## src/inc/pit_pkg.sv

```systemverilog
package pit_pkg;
  // ==========================================================================
  // Register byte offsets.
  localparam logic [7:0] PIT_OFS_COUNT  = 8'h00;
  localparam logic [7:0] PIT_OFS_SCALE  = 8'h04;
  localparam logic [7:0] PIT_OFS_PERIOD = 8'h08;
  localparam logic [7:0] PIT_OFS_CTRL   = 8'h0c;
  localparam logic [7:0] PIT_OFS_STAT   = 8'h10;
  localparam logic [7:0] PIT_OFS_CLEAR  = 8'h14;
  localparam logic [7:0] PIT_OFS_IRQEN  = 8'h18;

  // ==========================================================================
  // Field layout and widths.
  localparam int PIT_COUNT_W  = 16;
  localparam int PIT_SCALE_W  = 8;
  localparam int PIT_CTRL_RUN = 0;
  localparam int PIT_EVT_ZERO = 0;
  localparam int PIT_EVT_W    = 1;

  // ==========================================================================
  // Reset values and the constant one at 8 and 16 bits.
  localparam logic [15:0] PIT_RST_COUNT  = 16'h0000;
  localparam logic [15:0] PIT_RST_PERIOD = 16'h0000;
  localparam logic [7:0]  PIT_RST_SCALE  = 8'h00;
  localparam logic [7:0]  PIT_ONE8       = 8'h01;
  localparam logic [15:0] PIT_ONE16      = 16'h0001;
endpackage : pit_pkg

```

## src/pit_timer.sv

```systemverilog
// Decided for this implementation: the address map and the APB interface to the registers.
`timescale 1ns/1ps
// Notes on behaviour
// - Count drops by one every n cycles.
// - Prescale n held in 8-bit writable register.
// - Zero count raises the timer interrupt.
// - Zero count reloads from 16-bit period.
module pit_timer
  import pit_pkg::*;
#(
  parameter int ADDR_W = 8
) (
  input  wire logic              sys_clk,
  input  wire logic              reset,
  input  wire logic              psel,
  input  wire logic              penable,
  input  wire logic              pwrite,
  input  wire logic [ADDR_W-1:0] paddr,
  input  wire logic [31:0]       pwdata,
  output logic                   pready,
  output logic [31:0]            prdata,
  output logic                   pslverr,
  output logic                   irq
);

  // ==========================================================================
  // State.
  logic [PIT_COUNT_W-1:0] timer_down_count;
  logic [PIT_SCALE_W-1:0] timer_cycle_prescale;
  logic [PIT_COUNT_W-1:0] timer_reload_period;
  logic                   run;
  logic [PIT_SCALE_W-1:0] pre_cnt;
  logic [PIT_EVT_W-1:0]   irq_stat;
  logic [PIT_EVT_W-1:0]   irq_en;

  logic [PIT_COUNT_W-1:0] next_timer_down_count;
  logic [PIT_SCALE_W-1:0] next_timer_cycle_prescale;
  logic [PIT_COUNT_W-1:0] next_timer_reload_period;
  logic                   next_run;
  logic [PIT_SCALE_W-1:0] next_pre_cnt;
  logic [PIT_EVT_W-1:0]   next_irq_stat;
  logic [PIT_EVT_W-1:0]   next_irq_en;
  logic                   next_pready;
  logic [31:0]            next_prdata;
  logic                   next_pslverr;
  logic                   next_irq;

  logic [ADDR_W-1:0] ofs;
  logic              wr;
  logic              tick;
  logic              hit_zero;

  // A prescale of zero is treated as one, so the counter never stalls.
  function automatic logic [PIT_SCALE_W-1:0] eff_scale(input logic [PIT_SCALE_W-1:0] s);
    eff_scale = (s == '0) ? PIT_ONE8 : s;
  endfunction : eff_scale

  function automatic logic mapped(input logic [ADDR_W-1:0] a);
    mapped = (a == ADDR_W'(PIT_OFS_COUNT)) || (a == ADDR_W'(PIT_OFS_SCALE)) ||
             (a == ADDR_W'(PIT_OFS_PERIOD)) || (a == ADDR_W'(PIT_OFS_CTRL)) ||
             (a == ADDR_W'(PIT_OFS_STAT)) || (a == ADDR_W'(PIT_OFS_CLEAR)) ||
             (a == ADDR_W'(PIT_OFS_IRQEN));
  endfunction : mapped

  assign ofs      = paddr;
  assign wr       = psel && penable && pready && pwrite;
  assign tick     = run && (pre_cnt >= eff_scale(timer_cycle_prescale) - PIT_ONE8);
  assign hit_zero = tick && (timer_down_count == '0);

  // ==========================================================================
  // Next-state logic.
  always_comb begin
    next_timer_down_count     = timer_down_count;
    next_timer_cycle_prescale = timer_cycle_prescale;
    next_timer_reload_period  = timer_reload_period;
    next_run                  = run;
    next_pre_cnt              = pre_cnt;
    next_irq_stat             = irq_stat;
    next_irq_en               = irq_en;

    if (run) begin
      next_pre_cnt = tick ? '0 : pre_cnt + PIT_ONE8;
    end
    if (hit_zero) begin
      next_timer_down_count = timer_reload_period;
      next_pre_cnt          = '0;
    end else if (tick) begin
      next_timer_down_count = timer_down_count - PIT_ONE16;
    end

    if (wr) begin
      if (ofs == ADDR_W'(PIT_OFS_COUNT)) begin
        next_timer_down_count = pwdata[PIT_COUNT_W-1:0];
        next_pre_cnt          = '0;
      end
      if (ofs == ADDR_W'(PIT_OFS_SCALE)) begin
        next_timer_cycle_prescale = pwdata[PIT_SCALE_W-1:0];
      end
      if (ofs == ADDR_W'(PIT_OFS_PERIOD)) begin
        next_timer_reload_period = pwdata[PIT_COUNT_W-1:0];
      end
      if (ofs == ADDR_W'(PIT_OFS_CTRL)) begin
        next_run = pwdata[PIT_CTRL_RUN];
      end
      if (ofs == ADDR_W'(PIT_OFS_CLEAR)) begin
        next_irq_stat = irq_stat & ~pwdata[PIT_EVT_W-1:0];
      end
      if (ofs == ADDR_W'(PIT_OFS_IRQEN)) begin
        next_irq_en = pwdata[PIT_EVT_W-1:0];
      end
    end
    // The zero event is applied last so it wins over a clear in the same cycle.
    if (hit_zero) begin
      next_irq_stat[PIT_EVT_ZERO] = 1'b1;
    end
    next_irq = |(next_irq_stat & next_irq_en);
  end

  // The slave answers in the first access cycle with no wait state, with read data registered in the setup phase.
  always_comb begin
    next_pready  = psel && !penable;
    next_prdata  = '0;
    next_pslverr = 1'b0;
    if (psel && !penable) begin
      next_pslverr = !mapped(ofs);
      if (!pwrite) begin
        case (ofs)
          ADDR_W'(PIT_OFS_COUNT):  next_prdata = 32'(timer_down_count);
          ADDR_W'(PIT_OFS_SCALE):  next_prdata = 32'(timer_cycle_prescale);
          ADDR_W'(PIT_OFS_PERIOD): next_prdata = 32'(timer_reload_period);
          ADDR_W'(PIT_OFS_CTRL):   next_prdata = 32'(run);
          ADDR_W'(PIT_OFS_STAT):   next_prdata = 32'(irq_stat);
          ADDR_W'(PIT_OFS_IRQEN):  next_prdata = 32'(irq_en);
          default:                 next_prdata = '0;
        endcase
      end
    end
  end

  // ==========================================================================
  // Registers.
  always_ff @(posedge sys_clk) begin
    if (reset) begin
      timer_down_count     <= PIT_RST_COUNT;
      timer_cycle_prescale <= PIT_RST_SCALE;
      timer_reload_period  <= PIT_RST_PERIOD;
      run                  <= 1'b0;
      pre_cnt              <= '0;
      irq_stat             <= '0;
      irq_en               <= '0;
      pready               <= 1'b0;
      prdata               <= '0;
      pslverr              <= 1'b0;
      irq                  <= 1'b0;
    end else begin
      timer_down_count     <= next_timer_down_count;
      timer_cycle_prescale <= next_timer_cycle_prescale;
      timer_reload_period  <= next_timer_reload_period;
      run                  <= next_run;
      pre_cnt              <= next_pre_cnt;
      irq_stat             <= next_irq_stat;
      irq_en               <= next_irq_en;
      pready               <= next_pready;
      prdata               <= next_prdata;
      pslverr              <= next_pslverr;
      irq                  <= next_irq;
    end
  end

  logic                   wr_count;
  logic                   wr_scale;
  logic [PIT_SCALE_W-1:0] gap_cnt;
  logic [PIT_SCALE_W-1:0] next_gap_cnt;
  logic                   gap_ok;
  logic                   next_gap_ok;

  assign wr_count = wr && (ofs == ADDR_W'(PIT_OFS_COUNT));
  assign wr_scale = wr && (ofs == ADDR_W'(PIT_OFS_SCALE));

  // Counts the cycles since the last tick for the spacing check. The gap is a full
  // prescale period only while the timer ran with no prescale write or count load.
  always_comb begin
    next_gap_cnt = tick ? '0 : gap_cnt + PIT_ONE8;
    next_gap_ok  = gap_ok || tick;
    if (!run || wr_scale || wr_count) begin
      next_gap_ok = 1'b0;
    end
  end

  always_ff @(posedge sys_clk) begin
    if (reset) begin
      gap_cnt <= '0;
      gap_ok  <= 1'b0;
    end else begin
      gap_cnt <= next_gap_cnt;
      gap_ok  <= next_gap_ok;
    end
  end
endmodule : pit_timer

```

## config.mk

```make
export PLATFORM = sky130hd
export DESIGN_NAME = pit_timer
export DESIGN_NICKNAME = d
export VERILOG_FILES = /design/src/inc/pit_pkg.sv /design/src/pit_timer.sv
export SDC_FILE = /design/constraint.sdc
export NUM_CORES = 1
export LEC_CHECK = 0
export ABC_AREA = 1
export BUFFER_PORTS_ARGS = -buffer_cell sky130_fd_sc_hd__buf_2
export CAP_MARGIN = 15
export CORE_UTILIZATION = 60
export CTS_CLUSTER_SIZE = 40
export DETAILED_ROUTE_END_ITERATION = 6
export PLACE_DENSITY = 0.87
export SLEW_MARGIN = 30
export SYNTH_ARGS = -nofsm -noshare
export SYNTH_HDL_FRONTEND = slang
export SYNTH_SLANG_ARGS = --single-unit
export TNS_END_PERCENT = 50
```

## constraint.sdc

```tcl
create_clock -name sys_clk -period 5.5 [get_ports sys_clk]
set_input_delay 0.825 -clock sys_clk [delete_from_list [all_inputs] [get_ports sys_clk]]
set_output_delay 0.825 -clock sys_clk [all_outputs]
set_load 0.02 [all_outputs]
```

**Word-level counts from Yosys, hierarchy flattened**

Index checks and enable logic that the tools add are counted.

- Register bits after elaboration: 86
- Input port bits: 45
- Output and inout bits: 35

- $add $sub $neg: 3
- Magnitude comparators: 1
- Eq/ne operators: 6
- Muxes and demuxes: 16
- Bitwise gates (word level): 4
- Reductions and logical operators: 22

Operator list:

| operator | number |
|---|---|
| case mux 16 bit (6 select lines) | 1 |
| two-way mux 16 bit | 4 |
| two-way mux 8 bit | 6 |
| equality test 8 x 5 -> 1 bit (second input constant) | 3 |
| equality test 8 x 4 -> 1 bit (second input constant) | 2 |
| zero test 16 bit | 1 |
| zero test 8 bit | 2 |
| subtractor 16 x 1 -> 16 bit (second input constant) | 1 |
| adder 8 x 1 -> 8 bit (second input constant) | 1 |
| equality test 8 x 3 -> 1 bit (second input constant) | 1 |
| >= comparator 8 bit | 1 |
| subtractor 8 x 1 -> 8 bit (second input constant) | 1 |
| logical AND 1 bit | 6 |
| logical OR 1 bit | 6 |
| AND reduction 2 bit | 3 |
| two-way mux 1 bit | 5 |
| OR reduction 3 bit | 1 |
| AND 1 bit | 2 |
| zero test 1 bit | 2 |
| inverter 1 bit | 2 |
| OR reduction 2 bit | 1 |

**Logic depth before layout (Yosys ltp)**

Gate-level depths: netlist of run 1.

- Depth in word-level cells: 10
- Gate-level depth with buffers: 22
- Mapped depth without buffers: 21

**Worst setup path after synthesis of run 1**

Ideal clock, no wire load.

- Path type: flip-flop to flip-flop
- Start point: register timer_cycle_prescale[3]
- End point: register timer_down_count[0]
- Arrival: 2.501 ns
- Required time: 5.391 ns
- Setup slack: 2.890 ns
- Stages on the path, launching flop included: 22
- Path buffers: 2
- Period minus slack after synthesis: 2.610 ns
- Cell sequence: dfxtp_1 > nor2_1 > inv_1 > nor3_1 > a21oi_1 > ha_1 > nand2_1 > nor2_1 > xor2_1 > inv_1 > ha_1 > nand2_1 > nor2_1 > nand2_1 > nand2_1 > buf_4 > buf_4 > nand3_1 > nand3_1 > nand3_1 > nand2_1 > inv_1

- Word-level cells in the longest chain between the ends: 9
- Elaborated cells on any way between the ends: 10

Ends and longest elaborated chain:

| what | line | RTL |
|---|---|---|
| start, declared | pit_timer.sv:29 | `logic [PIT_SCALE_W-1:0] timer_cycle_prescale;` |
| start signal, assigned | pit_timer.sv:157 | `timer_cycle_prescale <= next_timer_cycle_prescale;` |
| zero test 8 bit | pit_timer.sv:55 | `eff_scale = (s == '0) ? PIT_ONE8 : s;` |
| two-way mux 8 bit * | pit_timer.sv:55 |  |
| subtractor 8 x 1 -> 8 bit * | pit_timer.sv:67 | `assign tick = run && (pre_cnt >= eff_scale(timer_cycle_prescale) - PIT_ONE8);` |
| >= comparator 8 bit * | pit_timer.sv:67 |  |
| logical AND 1 bit * | pit_timer.sv:67 |  |
| two-way mux 16 bit or logical AND 1 bit (tied branches) | pit_timer.sv:87, pit_timer.sv:68 |  |
| two-way mux 16 bit * | pit_timer.sv:84 | `if (hit_zero) begin` |
| two-way mux 16 bit | pit_timer.sv:92 | `if (ofs == ADDR_W'(PIT_OFS_COUNT)) begin` |
| two-way mux 16 bit * | pit_timer.sv:91 | `if (wr) begin` |
| end signal, assigned | pit_timer.sv:156 | `timer_down_count <= next_timer_down_count;` |
| end, declared | pit_timer.sv:28 | `logic [PIT_COUNT_W-1:0] timer_down_count;` |

Mark *: on every way between the ends. The rest lies on a longest branch, timed or not.
A chain may end at the register's enable or synchronous reset.

**Worst setup path after layout of run 1**

- Start point: register timer_cycle_prescale[3]
- End point: register timer_down_count[5]

The elaborated chain is that of the path after synthesis.

==> metrics.txt, run 1 <==
status=complete, no violations; number of different library cells in the post-synthesis netlist=41; Die Width=~85 um; final worst clock skew=0.00852 ns; Total GRT Usage=0.302; Post-Syn Area per Cell=6.62 um^2; Post-synth top cells=sky130_fd_sc_hd__nand2_1 (160), sky130_fd_sc_hd__inv_1 (84), sky130_fd_sc_hd__nor2_1 (73); number of clock buffers inserted by TritonCTS=9; total iterations of the first detailed-routing run=5; Worst IR Drop VDD=0.170 mV; setup repair after global routing missed its margin=no; ant diodes=0; Max Fclk=around 0.27 GHz; Post-Synth Simple-Gate Area=0.348; final setup TNS=0 ns; vias per inst=roughly 5.6; # Post-CTS Setup Buffers=0; number of vias after detailed routing=just over 4,000; weighted congestion at the end of routability-driven global placement=between 0.9 and 1; cell taking the most area after synthesis=sky130_fd_sc_hd__dfxtp_1; post-cts hold buffer count=0; Final Hold Violating Endpoints=0; proportion of synthesized area in mux cells=0.00241; relative slew slack=0.466; kind of critical path=reg2reg; netlist area before placement=4150 um^2; average routed wire per standard cell=13.8 um; final standard cell utilization of the core=0.699; DP Wirelength=a little over 7 mm; first-pass GRT wire length=~17 mm; critical path fanouts, max=21; library cell with the highest instance count after synthesis=sky130_fd_sc_hd__nand2_1; internal power=around 0.89 mW; Clock Path Buffers=2; initial antenna violation count=0; placeable core area=about 6500 um^2; Num Clock Sinks=70; final clock period utilization by the worst path=0.666; number of fillers in the final layout=525; Logic pwr share=0.040; Root Buffer=sky130_fd_sc_hd__clkbuf_8; xor/xnor share of the synthesized area=0.0295; CTS tree=yes; count of input and output buffers=between 40 and 50; Flop pwr share=0.449; overall overflow remaining after global route=0; register bit count reported by yosys=70; clock transition at the register clock pins on the worst setup and hold paths after CTS=approximately 0.080 ns; Seq/Total Area, Yosys=0.337; async set-or-reset flop fraction in the synthesized netlist=0; DRC violation count after routing=0; largest cells by area after synthesis=sky130_fd_sc_hd__dfxtp_1 (34%), sky130_fd_sc_hd__nand2_1 (14%), sky130_fd_sc_hd__inv_1 (7.6%); power per standard cell area=~250 nW/um^2; Tmin final=about 3.7 ns; leading register cell type out of synthesis=sky130_fd_sc_hd__dfxtp_1; number of warning messages in the yosys log=0; compound-cell area share of the yosys netlist=0.105; Crit. End Element=flip-flop; source-to-sink clock delay at the later pin of the worst-skew pair=~0.36 ns; Net count, final=slightly above 700; count of maximum capacitance violations=0; total number of placement rows=29; number of setup violations in the final report=0; slew at the pin closest to its max-slew limit=0.801 ns; via count of the first global-routing pass=3,843; Min-Delay Path Class=reg2reg; number of design-rule violations left by the first detailed-router iteration=about 320; post-detailed-route count of antenna-violating nets=0; relative area change from synthesis to final layout=9.94%; number of top-level design ports=80; Initial Util=0.636; Max Slew Vio Count=0; data required time at the worst endpoint=about 5.8 ns; maximum number of pins on one net before global-route repair=33; critical path startpoint category=flip-flop; Final Instance Area=~4600 um^2; switching power=approximately 0.24 mW; Clock Power Share=0.511; Die Span Y=approximately 85 um; share of cells above drive strength 1=0.123; post-synthesis share of cell area spent on full adders, half adders and majority gates=0.0331; total placed instance area=~4300 um^2; area enclosed by the die boundary=slightly above 7000 um^2; static power due to leakage=between 2 and 2.5 nW; final routed wirelength across all metal layers=10.3 mm; Cells after Synth=627; share of Yosys cell area claimed by the top area cell type=0.337; switch share=0.210; Arrival @ worst endpoint=between 3 and 4 ns; number of flops mapped to enable cells by yosys=0; number of H-tree levels=3; dominant combinational cell family by area after synthesis=simple AND/OR/NAND/NOR gates; total of cells resized after clock tree synthesis=0
power groups by stage:
| stage | registers (mW) | clock network (mW) | logic (mW) |
|---|---|---|---|
| 3_3_place_gp | 0.519 | 0 | 0.0430 |
| 3_5_place_dp | 0.519 | 0 | 0.0443 |
| 5_1_grt | 0.507 | 0.600 | 0.0499 |
| 6_report | 0.507 | 0.578 | 0.0451 |
| 2_1_floorplan | 0.520 | 0 | 0.0348 |
| 4_1_cts | 0.507 | 0.580 | 0.0444 |
cells in the final DEF (no fill, tap or decap), types with 8 or more instances in the layout:
| master | count |
|---|---|
| sky130_fd_sc_hd__clkbuf_8 | 11 |
| sky130_fd_sc_hd__buf_2 | 47 |
| sky130_fd_sc_hd__a211oi_1 | 8 |
| sky130_fd_sc_hd__nand3_1 | 46 |
| sky130_fd_sc_hd__nand4_1 | 16 |
| sky130_fd_sc_hd__conb_1 | 16 |
| sky130_fd_sc_hd__inv_1 | 84 |
| sky130_fd_sc_hd__o21ai_0 | 31 |
| sky130_fd_sc_hd__nand2_1 | 160 |
| sky130_fd_sc_hd__nor2_1 | 73 |
| sky130_fd_sc_hd__ha_1 | 11 |
| sky130_fd_sc_hd__a21oi_1 | 23 |
| sky130_fd_sc_hd__xor2_1 | 11 |
| sky130_fd_sc_hd__dfxtp_1 | 70 |
path summary, 6_finish.rpt:
| kind | slack, ns | to | startpoint | depth (start not counted) |
|---|---|---|---|---|
| max | 1.84 | timer_down_count[5] | timer_cycle_prescale[3] | 21 |
| min | 0.48 | prdata[14] | timer_reload_period[14] | 2 |
| max reg2reg | 1.84 | timer_down_count[5] | timer_cycle_prescale[3] | 21 |
| min reg2reg | 0.48 | prdata[14] | timer_reload_period[14] | 2 |
per-stage QoR:
step | instances | worst slack (ns) | hold slack, ns | total power [mW]
2_1_floorplan | 642 | 2.89 | 0.445 | 0.555
6_report | 744 | 1.84 | 0.484 | 1.13
3_5_place_dp | 728 | 1.87 | 0.472 | 0.563
5_1_grt | 744 | 1.42 | 0.520 | 1.16
4_1_cts | 744 | 1.84 | 0.484 | 1.13
3_3_place_gp | 728 | 2.00 | 0.472 | 0.562
area by class of cell:
class,instances,area (um^2),area share
clock inverter,5,129,0.0282
inverter,86,323,0.0707
multi-input combinational,446,2210,0.485
tap,77,96.3,0.0211
timing repair buffer,49,250,0.0548
sequential,70,1400,0.307
clock buffer,11,151,0.0332
sequential cells by signal (all words and copies together) (netlist names), 8 cells and up:
| signal | count |
|---|---|
| timer_reload_period | 16 |
| timer_down_count | 16 |
| pre_cnt | 8 |
| prdata | 16 |
| timer_cycle_prescale | 8 |
layer usage:
metal,track usage,vias up,part of all wire
li1,-,2037,-
met1,0.363,1893,0.43
met2,0.513,182,0.48
met3,0.0661,32,0.066
met4,0.143,0,0.032
met5,0,-,0
critical path, stage by stage (launching register included):
cell	delay [ns]
sky130_fd_sc_hd__dfxtp_1	0.44
sky130_fd_sc_hd__nor2_1	0.08
sky130_fd_sc_hd__inv_1	0.07
sky130_fd_sc_hd__nor3_1	0.06
sky130_fd_sc_hd__a21oi_1	0.25
sky130_fd_sc_hd__ha_1	0.26
sky130_fd_sc_hd__nand2_1	0.07
sky130_fd_sc_hd__nor2_1	0.12
sky130_fd_sc_hd__xor2_1	0.16
sky130_fd_sc_hd__inv_1	0.06
sky130_fd_sc_hd__ha_1	0.26
sky130_fd_sc_hd__nand2_1	0.04
sky130_fd_sc_hd__nor2_1	0.09
sky130_fd_sc_hd__nand2_1	0.10
sky130_fd_sc_hd__nand2_1	0.58
sky130_fd_sc_hd__nand2_2	0.41
sky130_fd_sc_hd__nand2_1	0.17
sky130_fd_sc_hd__nand2_1	0.07
sky130_fd_sc_hd__nand2_1	0.08
sky130_fd_sc_hd__nand3_1	0.08
sky130_fd_sc_hd__nand2_1	0.09
sky130_fd_sc_hd__inv_1	0.04
kinds of logic (layout without fill, tap and decap cells):
kind of cell / Yosys count / count (layout)
other cells: 1 / 16
compound gates: 79 / 79
buf+inv: 126 / 151
flops: 70 / 70
xor+xnor: 14 / 14
mux: 1 / 1
simple gates: 325 / 325
fa+ha+maj: 11 / 11
Power figures use the tool's default switching activity.
==> run 2: changes to the inputs <==
CORE_UTILIZATION = 50   (was 60)
PLACE_DENSITY = 0.77   (was 0.87)
clock period = 3.3 ns   (was 5.5 ns; I/O delays follow)
==> run 2 against run 1 <==
  * Register-to-register slack worse by 1.6 ns
  * Sequential share of layout area is 0.22 points lower
  * Flip-flop and latch count unchanged
  * Maximum frequency increased by 20%
  * Clock power up 47%
  * Cell area increased by 0.71%
  * Core utilization down 12 points
  * Sequential power is 67% higher
  * Largest power group unchanged
  * Largest cell class unchanged
  * Final cell count grew 3.9%
  * Worst hold slack got worse by 0.15 ns
  * Count of clock-buffer cells in the layout unchanged
  * First-iteration DRC count grew 0.32%
==> metrics.txt, run 2 (synthesis gave the netlist of run 1 again) <==
Max Fclk=0.327 GHz (+20%); number of setup violations in the final report=0 (unchanged); placeable core area=7890 um^2 (+21%); Clock Path Buffers=2 (unchanged); end point of the critical path=timer_down_count[4]; count of input and output buffers=47 (unchanged); vias per inst=5.34 (-4.2%); Tmin final=3.06 ns (-0.605 ns); area enclosed by the die boundary=8670 um^2 (+20%); worst path cell trace=nor2_1 > inv_1 > nor3_1 > a21oi_2 > ha_1 > nand2_1 > xor2_1 > inv_1 > ha_1 > nand2_1 > nor2_1 > nand2_1 > nand2_1 > buf_6 > nand4_2 > nand2_1 > nand3_1 > nand2_1 > inv_1; slew at the pin closest to its max-slew limit=0.802 ns (+0.00151 ns); number of H-tree levels=3 (unchanged); final worst clock skew=0.0115 ns (+0.00300 ns); Final Hold Violating Endpoints=0 (unchanged); placed cell count=756 (+3.8%); Initial Util=0.526 (-0.109); count of maximum capacitance violations=0 (unchanged); largest registers ranked by flip-flop count=prdata: 16 flops, timer_down_count: 16 flops, timer_reload_period: 16 flops; ant diodes=0 (unchanged); initial antenna violation count=0 (unchanged); DRC violation count after routing=0 (unchanged); Net count, final=722 (+0.56%); weighted congestion at the end of routability-driven global placement=0.887 (-2.1%); register-to-register path setup slack=0.24 ns (-1.59 ns); share of cells above drive strength 1=0.125 (+0.00225); post-cts hold buffer count=0 (unchanged); status=complete, no violations; relative area change from synthesis to final layout=10.7%; Critical Path Most Common Cell=sky130_fd_sc_hd__nand2_1; Total GRT Usage=0.253 (-0.0493); final routed wirelength across all metal layers=10.4 mm (+1.4%); most frequent standard cell in the layout excluding fill and tap cells=sky130_fd_sc_hd__nand2_1; first-pass GRT wire length=17.2 mm (unchanged); total iterations of the first detailed-routing run=5 (unchanged); crit path from=timer_cycle_prescale[3]; data required time at the worst endpoint=3.55 ns (-2.20 ns); static power due to leakage=2.33 nW (-0.34%); Reg2Reg Launch Point=timer_cycle_prescale[3]; number of vias after detailed routing=4,125 (-0.46%); relative slew slack=0.465 (-0.00101); final setup TNS=0 ns (unchanged); average routed wire per standard cell=13.5 um (-2.4%); number of top-level design ports=80 (unchanged); Min-Delay Path Class=in2reg; most frequent cells in the layout=sky130_fd_sc_hd__nand2_1 (160), sky130_fd_sc_hd__inv_1 (84), sky130_fd_sc_hd__nor2_1 (73), sky130_fd_sc_hd__dfxtp_1 (70), sky130_fd_sc_hd__buf_2 (47); kind of critical path=reg2reg; R2R cell count=19 (-9.5%); Root Buffer=sky130_fd_sc_hd__clkbuf_8; via count of the first global-routing pass=3,769 (-1.9%); number of clock buffers inserted by TritonCTS=9 (unchanged); overall overflow remaining after global route=0 (unchanged); CTS tree=yes; Worst IR Drop VDD=0.181 mV (+6.6%); Num Clock Sinks=70 (unchanged); maximum number of pins on one net before global-route repair=33 (unchanged); total number of placement rows=32 (+10%); source-to-sink clock delay at the later pin of the worst-skew pair=0.35 ns (about the same); fin cells=773 (+3.9%); critical path fanouts, max=18 (-14%); Die Span Y=93.1 um (+9.3%); crit path max-delay cell type=sky130_fd_sc_hd__dfxtp_1; post-detailed-route count of antenna-violating nets=0 (unchanged); end of the worst register-to-register path=timer_down_count[4]; Arrival @ worst endpoint=3.31 ns (-0.61 ns); clock transition at the register clock pins on the worst setup and hold paths after CTS=0.07 ns (about the same); number of design-rule violations left by the first detailed-router iteration=318 (+0.32%); DP Wirelength=7.31 mm (+1.7%); Die Width=93.1 um (+9.3%); Max Slew Vio Count=0 (unchanged); number of cells on the worst hold path=2 (unchanged); final clock period utilization by the worst path=0.927 (+0.261); final standard cell utilization of the core=0.583 (-0.116); worst setup slack after layout=0.241 ns (-1.59 ns); Crit. End Element=flip-flop; longest individual stage delay on the worst path=0.36 ns (-0.22 ns); number of fillers in the final layout=739 (+41%); setup repair after global routing missed its margin=no; critical path startpoint category=flip-flop; power per standard cell area=384 nW/um^2 (+55%); pre-CTS WS=0.235 ns (-1.63 ns)
-- run 2: what timing repair did --
item / CTS / global route
setup buffers: 0 / 0
gates resized for setup: 0 / 3
endpoints found under the setup margin: 0 / 18
-- run 2: report_power, final --
group          total [mW]  switching, mW  internal, mW
combinational      0.0748         0.0538        0.0210
clock               0.847          0.341         0.506
sequential          0.845       0.000463         0.845
total                1.77          0.395          1.37
-- run 2: cell type report --
| type | count | area, um^2 | share of cell area |
|---|---|---|---|
| Clock buffer | 11 | 131 | 0.0286 |
| Clock inverter | 5 | 106 | 0.0231 |
| Inverter | 86 | 323 | 0.0702 |
| Multi-Input combinational cell | 447 | 2230 | 0.485 |
| Sequential cell | 70 | 1400 | 0.305 |
| Tap cell | 102 | 128 | 0.0278 |
| Timing Repair Buffer | 52 | 277 | 0.0601 |
-- run 2: worst max-delay path: cells and delay by family, from the launching register on --
family / cells / cell delay (ns)
AOI/OAI and AO/OA: 1 / 0.12
xor gates and xnor gates: 1 / 0.15
adders and majority gates: 2 / 0.50
and+or+nand+nor: 11 / 1.43
DFF: 1 / 0.36
buffers and inverters: 4 / 0.38
-- run 2: how the worst min path moves through the flow --
stage / startpoint / endpoint / slack, ns
2_1_floorplan: timer_reload_period[7] / timer_reload_period[7] / 0.44
3_3_place_gp: timer_reload_period[12] / prdata[12] / 0.48
3_5_place_dp: timer_reload_period[7] / timer_reload_period[7] / 0.47
4_1_cts: pwrite / prdata[0] / 0.33
5_1_grt: pwrite / prdata[0] / 0.33
6_report: pwrite / prdata[0] / 0.34
-- run 2: per-stage QoR --
stage	cell area, um^2	power (mW)	hold slack [ns]
2_1_floorplan	4210	0.924	0.445
3_5_place_dp	4340	0.939	0.470
6_report	4600	1.77	0.339
5_1_grt	4600	1.82	0.333
3_3_place_gp	4340	0.937	0.477
4_1_cts	4570	1.77	0.332
-- run 2: layer usage --
metal | vias to the layer above | track usage | wire (um)
met1 | 1875 | 0.325 | 4580
met3 | 27 | 0.0488 | 818
li1 | 2043 | - | -
met5 | - | 0 | 0
met4 | 0 | 0.106 | 259
met2 | 180 | 0.412 | 4760
==> run 3: changes to the inputs <==
ABC_AREA = 0   (was 1)
CORE_UTILIZATION = 49   (was 50)
==> run 3 against run 2 <==
  * Cell area fell by 7.3%
  * Non-clock buffer count is 15 higher
  * Die area down 8.7%
  * Total power decreased by 4.6%
  * Final cell count decreased by 24%
  * Clock skew fell by 0.0033 ns
  * Critical path depth down 7
  * Worst hold slack improved by 0.013 ns
  * Core utilization rose by 0.18 points
  * Highest routed layer unchanged
==> metrics.txt, run 3 <==
Critical Path Most Common Cell=sky130_fd_sc_hd__a31oi_1; data required time at the worst endpoint=3.59 ns (+0.04 ns); maximum number of pins on one net before global-route repair=46 (+39%); Tmin final=3.14 ns (+0.0822 ns); number of setup violations in the final report=0 (unchanged); most frequent cells in the layout=sky130_fd_sc_hd__nor2_1 (75), sky130_fd_sc_hd__dfxtp_1 (70), sky130_fd_sc_hd__buf_2 (47), sky130_fd_sc_hd__nand2_1 (25), sky130_fd_sc_hd__a21oi_1 (22); worst path cell trace=nor4_4 > a31oi_1 > ha_1 > xnor2_1 > ha_1 > a31oi_1 > nor2b_1 > o2111a_2 > o21ai_1 > buf_4 > or4_1 > a31oi_1; number of H-tree levels=3 (unchanged); met2 GRT Util=0.412 (about the same); critical path's top delay family=simple AND/OR/NAND/NOR gates; number of warning messages in the yosys log=0 (unchanged); Total GRT Usage=0.248 (-0.00421); register bit count reported by yosys=70 (unchanged); Clock Path Buffers=2 (unchanged); static power due to leakage=1.69 nW (-27%); pre-CTS WS=0.111 ns (-0.124 ns); cell taking the most area after synthesis=sky130_fd_sc_hd__dfxtp_1; CTS tree=yes; number of different library cells in the post-synthesis netlist=63 (+54%); Crit. End Element=flip-flop; first-pass GRT wire length=15.1 mm (-12%); Post-synth top cells=sky130_fd_sc_hd__nor2_1 (75), sky130_fd_sc_hd__dfxtp_1 (70), sky130_fd_sc_hd__nand2_1 (25); via count of the first global-routing pass=3,272 (-13%); Net count, final=541 (-25%); grt met1 use=0.304 (-0.0214); total power draw=1.69 mW (-4.6%); power per standard cell area=395 nW/um^2 (+2.9%); netlist area before placement=3710 um^2 (-11%); longest individual stage delay on the worst path=0.50 ns (+0.14 ns); crit path max-delay cell type=sky130_fd_sc_hd__or4_1; area enclosed by the die boundary=7920 um^2 (-8.7%); number of clock buffers inserted by TritonCTS=9 (unchanged); initial antenna violation count=0 (unchanged); internal power=1.31 mW (-4.7%); count of input and output buffers=47 (unchanged); largest cells by area after synthesis=sky130_fd_sc_hd__dfxtp_1 (38%), sky130_fd_sc_hd__nor2_1 (7.6%), sky130_fd_sc_hd__mux2i_1 (5.4%); number of vias after detailed routing=3,507 (-15%); number of top-level design ports=80 (unchanged); Die Span Y=89.0 um (-4.4%); placeable core area=7290 um^2 (-7.6%); Root Buffer=sky130_fd_sc_hd__clkbuf_8; Logic pwr share=0.040 (-0.002); critical path fanouts, max=8 (-10); Initial Util=0.509 (-0.0177); total iterations of the first detailed-routing run=5 (unchanged); slew at the pin closest to its max-slew limit=0.767 ns (-0.0357 ns); Seq/Total Area, Yosys=0.378 (+0.0403); async set-or-reset flop fraction in the synthesized netlist=0 (unchanged); buffers plus inverters on the worst setup path=1 (-3); leading register cell type out of synthesis=sky130_fd_sc_hd__dfxtp_1; Max Fclk=0.318 GHz (-2.6%); vias per inst=5.95 (+12%); Post-Syn Area per Cell=8.57 um^2 (+29%); DP Wirelength=6.52 mm (-11%); critical path startpoint category=flip-flop; Max Slew Vio Count=0 (unchanged); DRC violation count after routing=0 (unchanged); Flop pwr share=0.502 (+0.024); library cell with the highest instance count after synthesis=sky130_fd_sc_hd__nor2_1; total number of placement rows=31 (-3.1%); Num Clock Sinks=70 (unchanged); final clock period utilization by the worst path=0.952 (+0.0249); final standard cell utilization of the core=0.585 (+0.00180); final worst clock skew=0.00822 ns (-0.00330 ns); relative slew slack=0.485 (+0.0205); global routing usage on met3=0.0508 (+0.00200); largest registers ranked by flip-flop count=prdata: 16 flops, timer_down_count: 16 flops, timer_reload_period: 16 flops; count of maximum capacitance violations=0 (unchanged); Die Width=89.0 um (-4.4%); # Post-CTS Setup Buffers=0 (unchanged); switch share=0.225 (+0.00109); layer carrying the most global-route usage=met2; Cells after Synth=433 (-31%); setup repair after global routing missed its margin=no; Clock Power Share=0.459 (-0.020); Worst IR Drop VDD=0.281 mV (+55%); switching power=0.379 mW (-4.1%); overall overflow remaining after global route=0 (unchanged); status=complete, no violations; weighted congestion at the end of routability-driven global placement=0.881 (-0.62%); worst setup slack after layout=0.159 ns (-0.0822 ns); post-cts hold buffer count=0 (unchanged); share of cells above drive strength 1=0.206 (+0.0809); share of Yosys cell area claimed by the top area cell type=0.378 (+0.0403); relative area change from synthesis to final layout=14.9%; most frequent standard cell in the layout excluding fill and tap cells=sky130_fd_sc_hd__nor2_1; ant diodes=0 (unchanged); clock transition at the register clock pins on the worst setup and hold paths after CTS=0.08 ns (about the same); final routed wirelength across all metal layers=9.40 mm (-9.8%); number of flops mapped to enable cells by yosys=0 (unchanged); post-detailed-route count of antenna-violating nets=0 (unchanged); number of design-rule violations left by the first detailed-router iteration=289 (-9.1%); final setup TNS=0 ns (unchanged); Min-Delay Path Class=in2reg; Arrival @ worst endpoint=3.43 ns (+0.12 ns); source-to-sink clock delay at the later pin of the worst-skew pair=0.35 ns (about the same); kind of critical path=reg2reg; Final Hold Violating Endpoints=0 (unchanged); average routed wire per standard cell=16.0 um (+18%)
==> run 3: cell count changes in the layout (fill, tap and decap cells not counted), moves of 6 or more <==
cell,before,now
sky130_fd_sc_hd__o21ai_0,31,9
sky130_fd_sc_hd__nand2_1,160,25
sky130_fd_sc_hd__mux2i_1,1,20
sky130_fd_sc_hd__buf_4,4,19
sky130_fd_sc_hd__nand3_1,46,13
sky130_fd_sc_hd__nand4_1,16,6
sky130_fd_sc_hd__a222oi_1,0,8
sky130_fd_sc_hd__nor3_1,7,13
sky130_fd_sc_hd__a22oi_1,0,8
sky130_fd_sc_hd__inv_1,84,8
==> run 3: per-stage QoR <==
stage                     hold slack (ns)  area, um^2  cells
after CTS                           0.343        4240    589
after detailed placement            0.508        4020    573
after global routing                0.355        4260    589
final                               0.351        4260    589
after global placement              0.491        4020    573
after floorplan                     0.464        3770    448
==> run 3: final timing paths <==
| path | startpoint | endpoint | cells past startpoint | slack, ns |
|---|---|---|---|---|
| hold reg to reg | timer_down_count[15] | timer_down_count[15] | 2 | 0.52 |
| setup / recovery | timer_cycle_prescale[2] | timer_down_count[10] | 12 | 0.16 |
| setup reg to reg | timer_cycle_prescale[2] | timer_down_count[10] | 12 | 0.16 |
| hold / removal | pwrite | prdata[0] | 2 | 0.35 |
==> run 3: cell families after synthesis <==
kind of cell,synth area share
AO/OA/AOI/OAI,0.184
XOR/XNOR,0.0260
adder cells (fa/ha/maj),0.0371
buffers and inverters,0.0816
flip-flops,0.378
multiplexers,0.0631
other,0.00101
AND/OR/NAND/NOR,0.230
==> run 3: per-layer routing <==
metal | part of all wire | routed length, um | up-vias
met4 | 0.025 | 235 | 0
li1 | - | - | 1669
met1 | 0.42 | 3940 | 1632
met3 | 0.072 | 675 | 29
met2 | 0.48 | 4550 | 177
met5 | 0 | 0 | -
==> run 3: power groups by stage <==
stage | Sequential (mW) | Clock, mW | Combinational (mW)
2_1_floorplan | 0.866 | 0 | 0.0522
3_3_place_gp | 0.865 | 0 | 0.0657
3_5_place_dp | 0.865 | 0 | 0.0662
4_1_cts | 0.845 | 0.785 | 0.0664
5_1_grt | 0.845 | 0.814 | 0.0734
6_report | 0.845 | 0.773 | 0.0673
==> run 3: area by class of cell <==
type | count | area [um^2]
Clock buffer | 10 | 138
Clock inverter | 6 | 85.1
Fill cell | 678 | 3030
Inverter | 8 | 30.0
Multi-Input combinational cell | 329 | 2090
Sequential cell | 70 | 1400
Tap cell | 99 | 124
Timing Repair Buffer | 67 | 398
==> run 3: what timing repair did <==
action,in CTS,in global routing
gates resized for setup,1,5
hold endpoints to repair,0,0
endpoints found under the setup margin,6,19
gates cloned,0,0
